===== config.mk =====
export PLATFORM = sky130hd
export DESIGN_NAME = ptec_traffic_counters
export DESIGN_NICKNAME = d
export VERILOG_FILES = /design/src/rtl/ptec_pkg.sv /design/src/rtl/ptec_tally_if.sv /design/src/rtl/ptec_traffic_counters.sv /design/src/rtl/ptec_tally48.sv
export SDC_FILE = /design/constraint.sdc
export NUM_CORES = 1
export LEC_CHECK = 0
export BUFFER_PORTS_ARGS = -buffer_cell sky130_fd_sc_hd__buf_2
export CORE_MARGIN = 4
export CORE_UTILIZATION = 65
export DETAILED_ROUTE_END_ITERATION = 7
export HOLD_SLACK_MARGIN = 0.12
export PLACE_DENSITY = 0.91
export RECOVER_POWER = 25
export SETUP_SLACK_MARGIN = 0.1
export SLEW_MARGIN = 20
export SYNTH_ARGS = -nofsm -noshare
export SYNTH_HDL_FRONTEND = slang
export SYNTH_SLANG_ARGS = --single-unit

===== constraint.sdc =====
create_clock -name I_CLK -period 14.3 [get_ports I_CLK]
set_clock_uncertainty 0.1 [all_clocks]
set_input_delay 2.145 -clock I_CLK [delete_from_list [all_inputs] [get_ports I_CLK]]
set_output_delay 2.145 -clock I_CLK [all_outputs]
set_load 0.02 [all_outputs]

===== src/rtl/ptec_pkg.sv =====
package ptec_pkg;

  localparam int ADDR_W = 8;
  localparam int DATA_W = 32;
  localparam int TALLY_W = 48;
  localparam int SLICE_W = 16;
  localparam int EVT_N = 4;

  localparam logic [ADDR_W-1:0] OFS_CRC_HIGH  = 8'h00;
  localparam logic [ADDR_W-1:0] OFS_CRC_MID   = 8'h04;
  localparam logic [ADDR_W-1:0] OFS_CRC_LOW   = 8'h08;
  localparam logic [ADDR_W-1:0] OFS_RXD       = 8'h0C;
  localparam logic [ADDR_W-1:0] OFS_RXI       = 8'h10;
  localparam logic [ADDR_W-1:0] OFS_TX_HIGH   = 8'h14;
  localparam logic [ADDR_W-1:0] OFS_TX_MID    = 8'h18;
  localparam logic [ADDR_W-1:0] OFS_TX_LOW    = 8'h1C;
  localparam logic [ADDR_W-1:0] OFS_INT_STAT  = 8'h20;
  localparam logic [ADDR_W-1:0] OFS_INT_MASK  = 8'h24;

  localparam int HIGH_LSB = 32;
  localparam int MID_LSB  = 16;
  localparam int LOW_LSB  = 0;

  localparam int EVT_CRC = 0;
  localparam int EVT_RXD = 1;
  localparam int EVT_RXI = 2;
  localparam int EVT_TX  = 3;

  localparam logic [TALLY_W-1:0] RST_TALLY = 48'h0000_0000_0000;
  localparam logic [SLICE_W-1:0] RST_SLICE = 16'h0000;
  localparam logic [EVT_N-1:0]   RST_EVT   = 4'h0;
  localparam logic [DATA_W-1:0]  RST_WORD  = 32'h0000_0000;

  // zero-extends a slice into a bus word
  function automatic logic [DATA_W-1:0] ptec_word16(
    input logic [SLICE_W-1:0] v);
    return {16'h0000, v};
  endfunction

  // picks one 16-bit slice of a tally
  function automatic logic [SLICE_W-1:0] ptec_slice(
    input logic [TALLY_W-1:0] v,
    input int                 lsb);
    return v[lsb +: SLICE_W];
  endfunction

  function automatic logic ptec_mapped(input logic [ADDR_W-1:0] a);
    return (a == OFS_CRC_HIGH) || (a == OFS_CRC_MID) ||
           (a == OFS_CRC_LOW) || (a == OFS_RXD) || (a == OFS_RXI) ||
           (a == OFS_TX_HIGH) || (a == OFS_TX_MID) ||
           (a == OFS_TX_LOW) || (a == OFS_INT_STAT) ||
           (a == OFS_INT_MASK);
  endfunction

endpackage


===== src/rtl/ptec_tally_if.sv =====
`timescale 1ns/1ps
interface ptec_tally_if #(
  parameter int W = 48
);
  logic         inc;
  logic         snap;
  logic         clr;
  logic [W-1:0] live;
  logic [W-1:0] held;

  modport ctl (output inc, output snap, output clr,
               input live, input held);
  modport tly (input inc, input snap, input clr,
               output live, output held);
endinterface


===== src/rtl/ptec_traffic_counters.sv =====
`timescale 1ns/1ps
// Summary of operation
// - crc error tally is 48 bits, read as three 16-bit slices
// - each enabled clock with the crc error input high adds one to the crc tally
// - crc middle slice returns tally bits 31:16
// - crc low slice returns tally bits 15:0
// - crc high slice returns bits 47:32 held at the middle read; its read zeroes tally bits 47:1, bit 0 takes a same-cycle error
// - after the high slice is read, a 48-bit tally holds only a same-cycle increment
// - count rx error rising edges during frames, 16 bits, clear on read
// - count rx error rising edges while idle, 16 bits, clear on read
// - 48-bit tally of transmitted frames, one per enabled clock that the frame strobe is high
// - tx tally read as high 47:32, middle 31:16, low 15:0
// - reading tx high slice zeroes tx tally bits 47:1; bit 0 takes a same-cycle frame strobe
module ptec_traffic_counters (
  input  wire logic                          I_CLK,
  input  wire logic                          I_RST,
  input  wire logic                          I_CE,
  input  wire logic                          I_PSEL,
  input  wire logic                          I_PENABLE,
  input  wire logic                          I_PWRITE,
  input  wire logic [ptec_pkg::ADDR_W-1:0]   I_PADDR,
  input  wire logic [ptec_pkg::DATA_W-1:0]   I_PWDATA,
  input  wire logic [3:0]                    I_PSTRB,
  output logic      [ptec_pkg::DATA_W-1:0]   O_PRDATA,
  output logic                               O_PREADY,
  output logic                               O_PSLVERR,
  input  wire logic                          I_CRC_ERR,
  input  wire logic                          I_TX_FRAME,
  input  wire logic                          I_RX_ER,
  input  wire logic                          I_RX_DV,
  output logic                               O_IRQ
);
  import ptec_pkg::*;

  logic                rx_er_s1;
  logic                rx_er_s2;
  logic                rx_er_d;
  logic                rx_dv_s1;
  logic                rx_dv_s2;
  logic                er_rise;
  logic                evt_rxd;
  logic                evt_rxi;
  logic                apb_setup;
  logic                apb_acc;
  logic                rd_setup;
  logic                rd_done;
  logic                wr_done;
  logic [SLICE_W-1:0]  rxd_cnt;
  logic [SLICE_W-1:0]  rxi_cnt;
  logic                rxd_rd;
  logic                rxi_rd;
  logic [EVT_N-1:0]    int_stat;
  logic [EVT_N-1:0]    int_mask;
  logic [EVT_N-1:0]    evt_vec;
  logic [EVT_N-1:0]    w1c;
  logic [EVT_N-1:0]    next_int_stat;
  logic [DATA_W-1:0]   next_rdata;
  logic [SLICE_W-1:0]  crc_mid_live;
  logic [SLICE_W-1:0]  crc_low_live;
  logic [SLICE_W-1:0]  tx_low_live;

  ptec_tally_if #(.W(TALLY_W)) crc_bus ();
  ptec_tally_if #(.W(TALLY_W)) tx_bus ();

  // rx pins come from another domain
  always_ff @(posedge I_CLK or posedge I_RST) begin
    if (I_RST) begin
      rx_er_s1 <= 1'b0;
      rx_er_s2 <= 1'b0;
      rx_er_d  <= 1'b0;
      rx_dv_s1 <= 1'b0;
      rx_dv_s2 <= 1'b0;
    end else if (I_CE) begin
      rx_er_s1 <= I_RX_ER;
      rx_er_s2 <= rx_er_s1;
      rx_er_d  <= rx_er_s2;
      rx_dv_s1 <= I_RX_DV;
      rx_dv_s2 <= rx_dv_s1;
    end
  end

  assign er_rise = rx_er_s2 & ~rx_er_d;
  assign evt_rxd = er_rise & rx_dv_s2;
  assign evt_rxi = er_rise & ~rx_dv_s2;

  // apb phases, zero wait states while enabled
  assign O_PREADY  = I_CE;
  assign apb_setup = I_PSEL & ~I_PENABLE & I_CE;
  assign apb_acc   = I_PSEL & I_PENABLE & I_CE;
  assign rd_setup  = apb_setup & ~I_PWRITE;
  assign rd_done   = apb_acc & ~I_PWRITE;
  assign wr_done   = apb_acc & I_PWRITE;
  assign O_PSLVERR = I_PSEL & I_PENABLE & ~ptec_mapped(I_PADDR);

  assign crc_bus.inc  = I_CRC_ERR;
  assign crc_bus.snap = rd_setup && (I_PADDR == OFS_CRC_MID);
  assign crc_bus.clr  = rd_done && (I_PADDR == OFS_CRC_HIGH);

  assign tx_bus.inc  = I_TX_FRAME;
  assign tx_bus.snap = rd_setup && (I_PADDR == OFS_TX_LOW);
  assign tx_bus.clr  = rd_done && (I_PADDR == OFS_TX_HIGH);

  ptec_tally48 #(.W(TALLY_W)) u_crc (
    .i_clk (I_CLK),
    .i_rst (I_RST),
    .i_ce  (I_CE),
    .bus   (crc_bus)
  );

  ptec_tally48 #(.W(TALLY_W)) u_tx (
    .i_clk (I_CLK),
    .i_rst (I_RST),
    .i_ce  (I_CE),
    .bus   (tx_bus)
  );

  assign rxd_rd = rd_done && (I_PADDR == OFS_RXD);
  assign rxi_rd = rd_done && (I_PADDR == OFS_RXI);

  always_ff @(posedge I_CLK or posedge I_RST) begin
    if (I_RST) begin
      rxd_cnt <= RST_SLICE;
    end else if (I_CE) begin
      if (rxd_rd) begin
        rxd_cnt <= {15'h0000, evt_rxd};
      end else if (evt_rxd) begin
        rxd_cnt <= rxd_cnt + 16'h0001;
      end
    end
  end

  always_ff @(posedge I_CLK or posedge I_RST) begin
    if (I_RST) begin
      rxi_cnt <= RST_SLICE;
    end else if (I_CE) begin
      if (rxi_rd) begin
        rxi_cnt <= {15'h0000, evt_rxi};
      end else if (evt_rxi) begin
        rxi_cnt <= rxi_cnt + 16'h0001;
      end
    end
  end

  // interrupt status, set wins over write-one-clear
  always_comb begin
    evt_vec = RST_EVT;
    evt_vec[EVT_CRC] = I_CRC_ERR;
    evt_vec[EVT_RXD] = evt_rxd;
    evt_vec[EVT_RXI] = evt_rxi;
    evt_vec[EVT_TX]  = I_TX_FRAME;
    w1c = RST_EVT;
    if (wr_done && (I_PADDR == OFS_INT_STAT) && I_PSTRB[0]) begin
      w1c = I_PWDATA[EVT_N-1:0];
    end
    next_int_stat = (int_stat & ~w1c) | evt_vec;
  end

  always_ff @(posedge I_CLK or posedge I_RST) begin
    if (I_RST) begin
      int_stat <= RST_EVT;
    end else if (I_CE) begin
      int_stat <= next_int_stat;
    end
  end

  always_ff @(posedge I_CLK or posedge I_RST) begin
    if (I_RST) begin
      int_mask <= RST_EVT;
    end else if (wr_done && (I_PADDR == OFS_INT_MASK) && I_PSTRB[0]) begin
      int_mask <= I_PWDATA[EVT_N-1:0];
    end
  end

  assign O_IRQ = |(int_stat & int_mask);

  assign crc_mid_live = ptec_slice(crc_bus.live, MID_LSB);
  assign crc_low_live = ptec_slice(crc_bus.live, LOW_LSB);
  assign tx_low_live  = ptec_slice(tx_bus.live, LOW_LSB);

  // read data mux, sampled in the setup phase
  always_comb begin
    next_rdata = RST_WORD;
    case (I_PADDR)
      OFS_CRC_HIGH: next_rdata = ptec_word16(
                      ptec_slice(crc_bus.held, HIGH_LSB));
      OFS_CRC_MID:  next_rdata = ptec_word16(crc_mid_live);
      OFS_CRC_LOW:  next_rdata = ptec_word16(crc_low_live);
      OFS_RXD:      next_rdata = ptec_word16(rxd_cnt);
      OFS_RXI:      next_rdata = ptec_word16(rxi_cnt);
      // tx slices, upper two from snapshot
      OFS_TX_HIGH:  next_rdata = ptec_word16(
                      ptec_slice(tx_bus.held, HIGH_LSB));
      OFS_TX_MID:   next_rdata = ptec_word16(
                      ptec_slice(tx_bus.held, MID_LSB));
      OFS_TX_LOW:   next_rdata = ptec_word16(tx_low_live);
      OFS_INT_STAT: next_rdata = {28'h0000000, int_stat};
      OFS_INT_MASK: next_rdata = {28'h0000000, int_mask};
      default:      next_rdata = RST_WORD;
    endcase
  end

  always_ff @(posedge I_CLK or posedge I_RST) begin
    if (I_RST) begin
      O_PRDATA <= RST_WORD;
    end else if (rd_setup) begin
      O_PRDATA <= next_rdata;
    end
  end
endmodule


===== src/rtl/ptec_tally48.sv =====
`timescale 1ns/1ps
module ptec_tally48 #(
  parameter int W = 48
) (
  input wire logic   i_clk,
  input wire logic   i_rst,
  input wire logic   i_ce,
  ptec_tally_if.tly  bus
);
  logic [W-1:0] cnt;
  logic [W-1:0] snap_q;

  assign bus.live = cnt;
  assign bus.held = snap_q;

  // counting with clear, clear wins and keeps a same-cycle increment
  always_ff @(posedge i_clk or posedge i_rst) begin
    if (i_rst) begin
      cnt <= '0;
    end else if (i_ce) begin
      if (bus.clr) begin
        cnt <= {{(W-1){1'b0}}, bus.inc};
      end else if (bus.inc) begin
        cnt <= cnt + {{(W-1){1'b0}}, 1'b1};
      end
    end
  end

  always_ff @(posedge i_clk or posedge i_rst) begin
    if (i_rst) begin
      snap_q <= '0;
    end else if (i_ce && bus.snap) begin
      snap_q <= cnt;
    end
  end
endmodule


### Yosys cells after proc, flatten, opt, wreduce, memory -nomap -nowiden

Cells that the tools add are included.

* output and inout port bits: 35
* flip-flop bits (word level): 269

* equal/unequal tests: 9
* bitwise operators: 20
* reductions and logical operators: 31
* $add $sub $neg: 4
* multiplexer cells: 10

Operators by type and width (count)
* $mux 48: 4
* $pmux 16 s10: 1
* $add 48x1->48 const B: 2
* $mux 16: 4
* $add 16x1->16 const B: 2
* $eq 8x5->1 const B: 4
* $eq 8x4->1 const B: 2
* $eq 8x6->1 const B: 2
* $logic_and 1x1->1: 12
* $and 1x1->1: 11
* $logic_or 1x1->1: 9
* $and 4x4->4: 2
* $eq 8x3->1 const B: 1
* $logic_not 8->1: 1
* $reduce_and 2->1: 4
* $reduce_bool 2->1: 4
* $not 1->1: 5
* $mux 4: 1
* $not 4->4: 1
* $or 4x4->4: 1
* $reduce_or 4->1: 1

### Depth between registers and ports, before layout

Gate-level depths: netlist (run 1).

* word-level depth: 12
* mapped depth: 8
* depth with buffers taken out: 6

### Hierarchy

A second synthesis (run 1) with hierarchy kept.

* cells, all modules: 1199
* area total of the unflattened synthesis: 13048.8 µm²

Modules (own cells, without submodules)
* ptec_tally48: times used 2, area an instance 4331.7 µm², sequential area each 2402.3 µm², cells an instance 373
* ptec_traffic_counters: times used 1, area an instance 4385.5 µm², sequential area each 1526.5 µm², cells an instance 453

### Worst setup path after synthesis (run 1)

Ideal clock, no wire load.

* path kind: input port to output port
* start: in I_PADDR[4] (netlist name)
* end: out O_PSLVERR
* data arrival time: 3005 ps
* slack: 9050 ps
* cell stages on the path: 4
* data required time: 12055 ps
* cell sequence: clkbuf_1 -> o21ai_0 -> nand3_1 -> and3_1

* cells in the longest elaborated chain, start to end: 12

Ends and longest elaborated chain
* from (decl): RTL line ptec_traffic_counters.sv:21 `input wire logic [ptec_pkg::ADDR_W-1:0] I_PADDR,`
* $eq 8x3->1 / $logic_not 8->1 (equally long branches): RTL line ptec_pkg.sv:48 `return (a == OFS_CRC_HIGH) || (a == OFS_CRC_MID) ||`
* $logic_or 1x1->1 (2 in a row): RTL line ptec_pkg.sv:48
* $logic_or 1x1->1 (3 in a row): RTL line ptec_pkg.sv:49 `(a == OFS_CRC_LOW) || (a == OFS_RXD) || (a == OFS_RXI) ||`
* $logic_or 1x1->1 (2 in a row): RTL line ptec_pkg.sv:50 `(a == OFS_TX_HIGH) || (a == OFS_TX_MID) ||`
* $logic_or 1x1->1: RTL line ptec_pkg.sv:51 `(a == OFS_TX_LOW) || (a == OFS_INT_STAT) ||`
* $logic_or 1x1->1 *: RTL line ptec_pkg.sv:51
* $not 1->1 *: RTL line ptec_traffic_counters.sv:93 `assign O_PSLVERR = I_PSEL & I_PENABLE & ~ptec_mapped(I_PADDR);`
* $and 1x1->1 *: RTL line ptec_traffic_counters.sv:93
* to (decl): RTL line ptec_traffic_counters.sv:26 `output logic O_PSLVERR,`

Mark *: on every way between the ends. The rest lies on a longest branch, timed or not.

==> impl_results.md, run 1 <==
- Max-cap violations: 1
- Layout Nets: 1175
- Worst R2R Setup Slack: 11.16 ns
- Die width: 138.0 um
- DRT iter0 DRCs: 1082
- Row count: 47
- Maximum VDD drop: 0.09216 mV
- Worst Path Arrival: 5.31 ns
- Chip Height: 138.0 um
- Core Box Area: 16580 um^2
- Failing checks: capacitance limit, slew limit
- First-pass GRT wire length: 48.58 mm
- Vias in the first global route: 8834
- Yosys cell types: 65
- Fillers: 1194
- RSZ-0062 raised after global routing: no
- Avg WL per Cell: 22.43 um
- GRT met2 Usage: 0.4972
- IO Port Bufs: 41
- Placed insts: 1313
- Yosys top cell by area: dfrtp_1
- I/O pin count: 89
- Yosys warns: 0
- Worst slew pin tran: 5.348 ns
- Worst min-delay path class: flip-flop to flip-flop
- Clock period minus worst slack: 5.767 ns
- Outcome: complete, but fails checks
- Initial Util: 0.6627
- Final Hold Vio Count: 0
- PD cells: 111.5 nW/um^2
- CTS Buffer Depth: 3
- Final WL: 30.34 mm
- Critical Path Start Type: input port
- CP peak stage delay: 2.95 ns
- DP HPWL: 21.15 mm
- Die ar.: 19050 um^2
- Syn-to-layout area delta: 8.459%
- Vias per inst: 6.812
- GRT Resource Usage Total: 0.3126
- First-pass DRT Iterations: 5
- Inserted Clock Buffers: 22
- Via count: 9216
- Crit path cell chain: buf_2 -> clkinvlp_2
- Cts repair resizes: 0
- Largest net degree at the start of global routing: 126
- Worst Setup Path Type: input port to async pin
- Non-Filler Instances: 1353
- LEAKAGE: 5.149 nW
- DRC: 0
- Root buffer cell: clkbuf_16
- Placer Congestion: 1.025
- Number of synthesized flops with an enable pin: 0
- CTS tree: built
- Top_reg_cell synth: dfrtp_1
- Max-slew violation count: 126
- Crit path max-delay family: buffers and inverters
- Post-synth ARST share: 1.000
- CTS Sinks: 205
- #FFs+latches synth: 205
- Final setup viols: 0
- Fmax: 173.4 MHz
- Critical path depth: 2
- Max stage delay cell, worst path: clkinvlp_2
- Fin util: 0.7188
- Post-DRT Antenna Nets: 0
- CP bufs+invs: 2
- Top post-synthesis cells by area: dfrtp_1 (47%), mux2_2 (6.4%), xor2_1 (3.8%), nand2_1 (3.1%), nor2_1 (3.0%)
- Busiest grt layer: met2
- Number of antenna violations at the first check in global routing: 5
- Layout cells sized above 1: 0.1485
- Hold Buf Count CTS: 0
- Final Cycle Share: 0.4033
- Met3 GRT Util: 0.06630
- Grt total ovfl: 0
- Postcts setup bufs: 0
- H-tree depth: 1
- Reg clk slew, reported paths: 0.06 ns
- Hold path cells: 2
- Sequential fraction of the synthesis area: 0.4668
- Synthesized area per cell: 9.955 um^2
- Setup crit end kind: async pin
- Worst skew pair latency: 0.52 ns
- Reg2Reg Depth: 5
- Mapped cell area: 10990 um^2
- Setup TNS Final: 0 ns
- Syn Inst Count: 1104
- M1 GR Usage: 0.4268
- Max_slew headroom: -2.585
- Yosys top cell area share: 0.4668
- Worst Path Required: 13.85 ns
- Crit-path max FO: 125
[tightest hold or removal path: cells and delay by family (launching register included)]
kind / cells / cell delay (ns)
AO/OA/AOI/OAI: 1 / 0.06
flip-flops: 1 / 0.34
AND/OR/NAND/NOR: 1 / 0.06
[registers in the layout, indices dropped and copies added (netlist names)]
name / count
O_PRDATA: 16
u_crc.bus.live: 48
rx_dv_s2: 1
rx_er_s2: 1
rx_dv_s1: 1
u_tx.bus.held: 32
rxd_cnt: 16
u_crc.bus.held: 16
rx_er_s1: 1
int_stat: 4
int_mask: 4
rxi_cnt: 16
u_tx.bus.live: 48
rx_er_d: 1
[placed cells by master (no fill, tap or decap), drive strengths merged, types with 9 or more instances in the layout]
master   synthesis  layout
a21oi           49      49
nand3           57      57
nor3            25      25
clkbuf          46      32
or3             33      33
and2            10      10
nand2           90      90
and3            17      17
xnor2           25      25
nor4            21      21
buf             30      49
and4            10      10
a2bb2oi          9       9
nand4           52      52
dfrtp          205     205
o31ai           20      20
inv             17      16
xor2            48      48
mux2i           25      25
mux2            62      62
or4             23      23
o21ai           45      45
nor2            88      88
a22oi           12      12
conb             1      16
[cell type report]
| class | instances | area, um^2 | area share |
|---|---|---|---|
| flip-flops and latches | 205 | 5130 | 0.4304 |
| multi-input cells | 821 | 5484 | 0.4601 |
| clock inverters | 7 | 60.06 | 0.005038 |
| diodes | 2 | 5.005 | 0.0004199 |
| well taps | 220 | 275.3 | 0.02309 |
| repair buffers | 50 | 275.3 | 0.02309 |
| clock buffers | 31 | 625.6 | 0.05248 |
| inverters | 17 | 65.06 | 0.005458 |
[cell usage after synthesis (all sizes together) (30+ instances only)]
cell type  instances
nand2             90
nand4             52
o21ai             45
clkbuf            46
a21oi             49
xor2              48
mux2              62
dfrtp            205
nor2              88
nand3             57
buf               30
or3               33
[layer usage]
layer / vias to the layer above / routed length, um
met5: - / 47
met4: 6 / 1217
met3: 112 / 2809
met2: 494 / 14260
met1: 4539 / 12000
li1: 4065 / -
[power by group]
group,leakage [nW],internal [mW],switching (mW)
clock,0.343,0.322,0.230
combinational,2.02,0.0440,0.0720
sequential,2.79,0.609,0.0526
[metrics by stage]
stage | setup WS (ns) | hold slack (ns) | instance area [um^2] | total power, mW
finish | 8.533 | 0.3998 | 11920 | 1.329
global route | 7.566 | 0.4132 | 11920 | 1.377
CTS | 8.804 | 0.4033 | 11920 | 1.330
detailed placement | 8.805 | 0.3703 | 11230 | 0.7834
global placement | 8.810 | 0.3581 | 11230 | 0.7749
floorplan | 6.459 | 0.3492 | 11050 | 0.7422
[path summary, 6_finish.rpt]
path	startpoint	endpoint
min	O_PRDATA[2]	O_PRDATA[2]
max reg2reg	u_tx.bus.live[2]	u_tx.bus.live[38]
max	I_RST	u_tx.bus.held[35]
min in group asynchronous	I_RST	rx_er_d
min reg2reg	O_PRDATA[2]	O_PRDATA[2]
max in group I_CLK	I_CE	O_PREADY
[kinds of logic after synthesis]
family | synth area share
multiplexers | 0.09654
AO/OA/AOI/OAI | 0.1052
AND/OR/NAND/NOR | 0.2273
XOR/XNOR | 0.05817
flip-flops | 0.4668
buffers and inverters | 0.04110
other | 0.0003412
adder cells (fa/ha/maj) | 0.004554
Note: power is estimated with default switching activity, not from simulation.
==> run 2, diff against run 1 <==
--- a/config.mk
+++ b/config.mk
@@ -7,10 +7,10 @@
 export LEC_CHECK = 0
 export BUFFER_PORTS_ARGS = -buffer_cell sky130_fd_sc_hd__buf_2
 export CORE_MARGIN = 4
-export CORE_UTILIZATION = 65
+export CORE_UTILIZATION = 61
 export DETAILED_ROUTE_END_ITERATION = 7
 export HOLD_SLACK_MARGIN = 0.12
-export PLACE_DENSITY = 0.91
+export PLACE_DENSITY = 0.86
 export RECOVER_POWER = 25
 export SETUP_SLACK_MARGIN = 0.1
 export SLEW_MARGIN = 20
==> constraint.sdc (replaced) <==
create_clock -name I_CLK -period 5.5 [get_ports I_CLK]
set_clock_uncertainty 0.1 [all_clocks]
set_input_delay 0.825 -clock I_CLK [delete_from_list [all_inputs] [get_ports I_CLK]]
set_output_delay 0.825 -clock I_CLK [all_outputs]
set_load 0.02 [all_outputs]
==> run 2 against run 1 <==
Net effect:
- the flow still finishes with violations (capacitance limit, slew limit)
- clock power rose to 2.8 times the previous value
- sequential cell count stayed put
- highest routed layer unchanged
- hold slack worse by 0.083 ns
==> impl_results.md, run 2 (synthesis gave the netlist of run 1 again) <==
- Multi-input combinational cell area: 5484 um^2 (unchanged)
- Final WL: 30.15 mm (-0.65%)
- Cts repair resizes: 0 (unchanged)
- Reg clk slew, reported paths: 0.06 ns (about the same)
- I/O pin count: 89 (unchanged)
- Worst Path Required: 5.37 ns (-8.48 ns)
- CTS tree: built
- Post-DRT Antenna Nets: 0 (unchanged)
- Vias in the first global route: 8683 (-1.7%)
- Maximum VDD drop: 0.3429 mV (+270%)
- Final Cycle Share: 0.6793
- Row count: 48 (+2.1%)
- DRC: 0 (unchanged)
- Fmax: 267.6 MHz
- Placed insts: 1322 (+0.69%)
- Vias per inst: 6.644 (-2.5%)
- Die width: 142.2 um (+3.0%)
- Commonest non-fill, non-tap cell in the layout: dfrtp_1
- Max_slew headroom: -0.9166 (+1.668)
- Number of antenna violations at the first check in global routing: 3 (-2)
- Worst Path Arrival: 3.61 ns (-1.70 ns)
- H-tree depth: 1 (unchanged)
- Fillers: 1318 (+10%)
- LEAKAGE: 5.197 nW (+0.94%)
- Final setup viols: 0 (unchanged)
- Chip Height: 142.2 um (+3.0%)
- Clock period minus worst slack: 3.736 ns
- Worst Setup Path Type: input port to async pin
- Fin util: 0.6874 (-0.03137)
- Max-cap violations: 1 (unchanged)
- Grt total ovfl: 0 (unchanged)
- Layout Nets: 1179 (+0.34%)
- Critical Path Start Type: input port
- Setup TNS Final: 0 ns (unchanged)
- CTS Sinks: 205 (unchanged)
- PD cells: 295.7 nW/um^2 (+170%)
- Via count: 9043 (-1.9%)
- Worst slew pin tran: 2.875 ns (-2.473 ns)
- Antenna diodes: 0 (-2)
- CTS Buffer Depth: 3 (unchanged)
- Initial Util: 0.6289 (-0.03388)
- Root buffer cell: clkbuf_16
- GRT Resource Usage Total: 0.3001 (-0.01245)
- Setup crit end kind: async pin
- RSZ-0062 raised after global routing: no
- Inserted Clock Buffers: 22 (unchanged)
- Non-Filler Instances: 1361 (+0.59%)
- Core Box Area: 17480 um^2 (+5.4%)
- Avg WL per Cell: 22.15 um (-1.2%)
- DP HPWL: 21.57 mm (+2.0%)
- Placer Congestion: 1.041 (+1.6%)
- Max-slew violation count: 120 (-4.8%)
- Die ar.: 20230 um^2 (+6.2%)
- First-pass GRT wire length: 48.19 mm (-0.80%)
- Worst min-delay path class: input port to async pin
- Largest net degree at the start of global routing: 120 (-4.8%)
- IO Port Bufs: 41 (unchanged)
- Hold Buf Count CTS: 0 (unchanged)
- Crit-path max FO: 119 (-4.8%)
- Worst skew pair latency: 0.50 ns (-0.02 ns)
- Syn-to-layout area delta: 9.312%
- Final Power: 3.552 mW (+170%)
- DRT iter0 DRCs: 1028 (-5.0%)
- Outcome: complete, but fails checks
- Final Hold Vio Count: 0 (unchanged)
- Failing checks: capacitance limit, slew limit
- First-pass DRT Iterations: 6 (+1)
- Commonest non-fill, non-tap cells in the layout: dfrtp_1 (205), nand2_1 (90), nor2_1 (87), mux2_2 (62), nand3_1 (56)
- Postcts setup bufs: 0 (unchanged)
- Layout cells sized above 1: 0.1540 (+0.005508)
- FF/Latch Area: 5130 um^2 (unchanged)
## run 2: cell count changes in the layout (fill, tap and decap cells not counted)
| cell | previous run | this run |
|---|---|---|
| diode_2 | 2 | 0 |
| clkbuf_2 | 0 | 1 |
| clkinv_2 | 6 | 5 |
| bufinv_16 | 1 | 3 |
| clkbuf_8 | 2 | 3 |
| clkinvlp_4 | 0 | 1 |
| buf_4 | 8 | 12 |
| clkbuf_1 | 7 | 5 |
| buf_6 | 1 | 0 |
## run 2: routing by layer
| metal | vias to the layer above | wire [um] | GRT usage |
|---|---|---|---|
| met5 | - | 41 | 0 |
| met4 | 6 | 1197 | 0.1096 |
| met3 | 84 | 2763 | 0.06351 |
| met2 | 438 | 13970 | 0.4631 |
| met1 | 4456 | 12170 | 0.4225 |
| li1 | 4059 | - | - |
## run 2: worst max-delay path: stages
cell and delay (ns):
buf_2 0.10, clkinvlp_2 0.47, clkbuf_2 2.10
## run 2: worst paths after layout
check | start | end | slack (ns) | cells after the start
min | I_RST | rx_er_d | 0.32 | 2
max | I_RST | u_crc.bus.live[22] | 1.76 | 3
min reg2reg | O_PRDATA[13] | O_PRDATA[13] | 0.38 | 2
max reg2reg | u_tx.bus.live[22] | u_tx.bus.live[46] | 2.21 | 5
max in group I_CLK | I_CE | u_tx.bus.live[44] | 1.86 | 6
min in group I_CLK | O_PRDATA[13] | O_PRDATA[13] | 0.38 | 2
## run 2: metrics by stage
stage	hold slack (ns)	instance area (um^2)	worst slack, ns
after floorplan	0.3492	11050	1.917
after global placement	0.3602	11280	2.019
after detailed placement	0.3683	11280	1.961
after CTS	0.2207	12030	2.249
after global routing	0.3654	12010	1.113
final	0.3167	12010	1.764
## run 2: area by class of cell
class / instances / share of cell area
Multi-Input combinational cell: 821 / 0.4565
Sequential cell: 205 / 0.4270
Clock buffer: 30 / 0.05259
Timing Repair Buffer: 54 / 0.02489
Tap cell: 225 / 0.02343
Clock inverter: 9 / 0.01021
Inverter: 17 / 0.005416
## run 2: report_power, final
group	internal (mW)	switching (mW)	leakage, nW
registers	1.58	0.134	2.79
clock network	0.943	0.594	0.372
logic	0.115	0.183	2.04
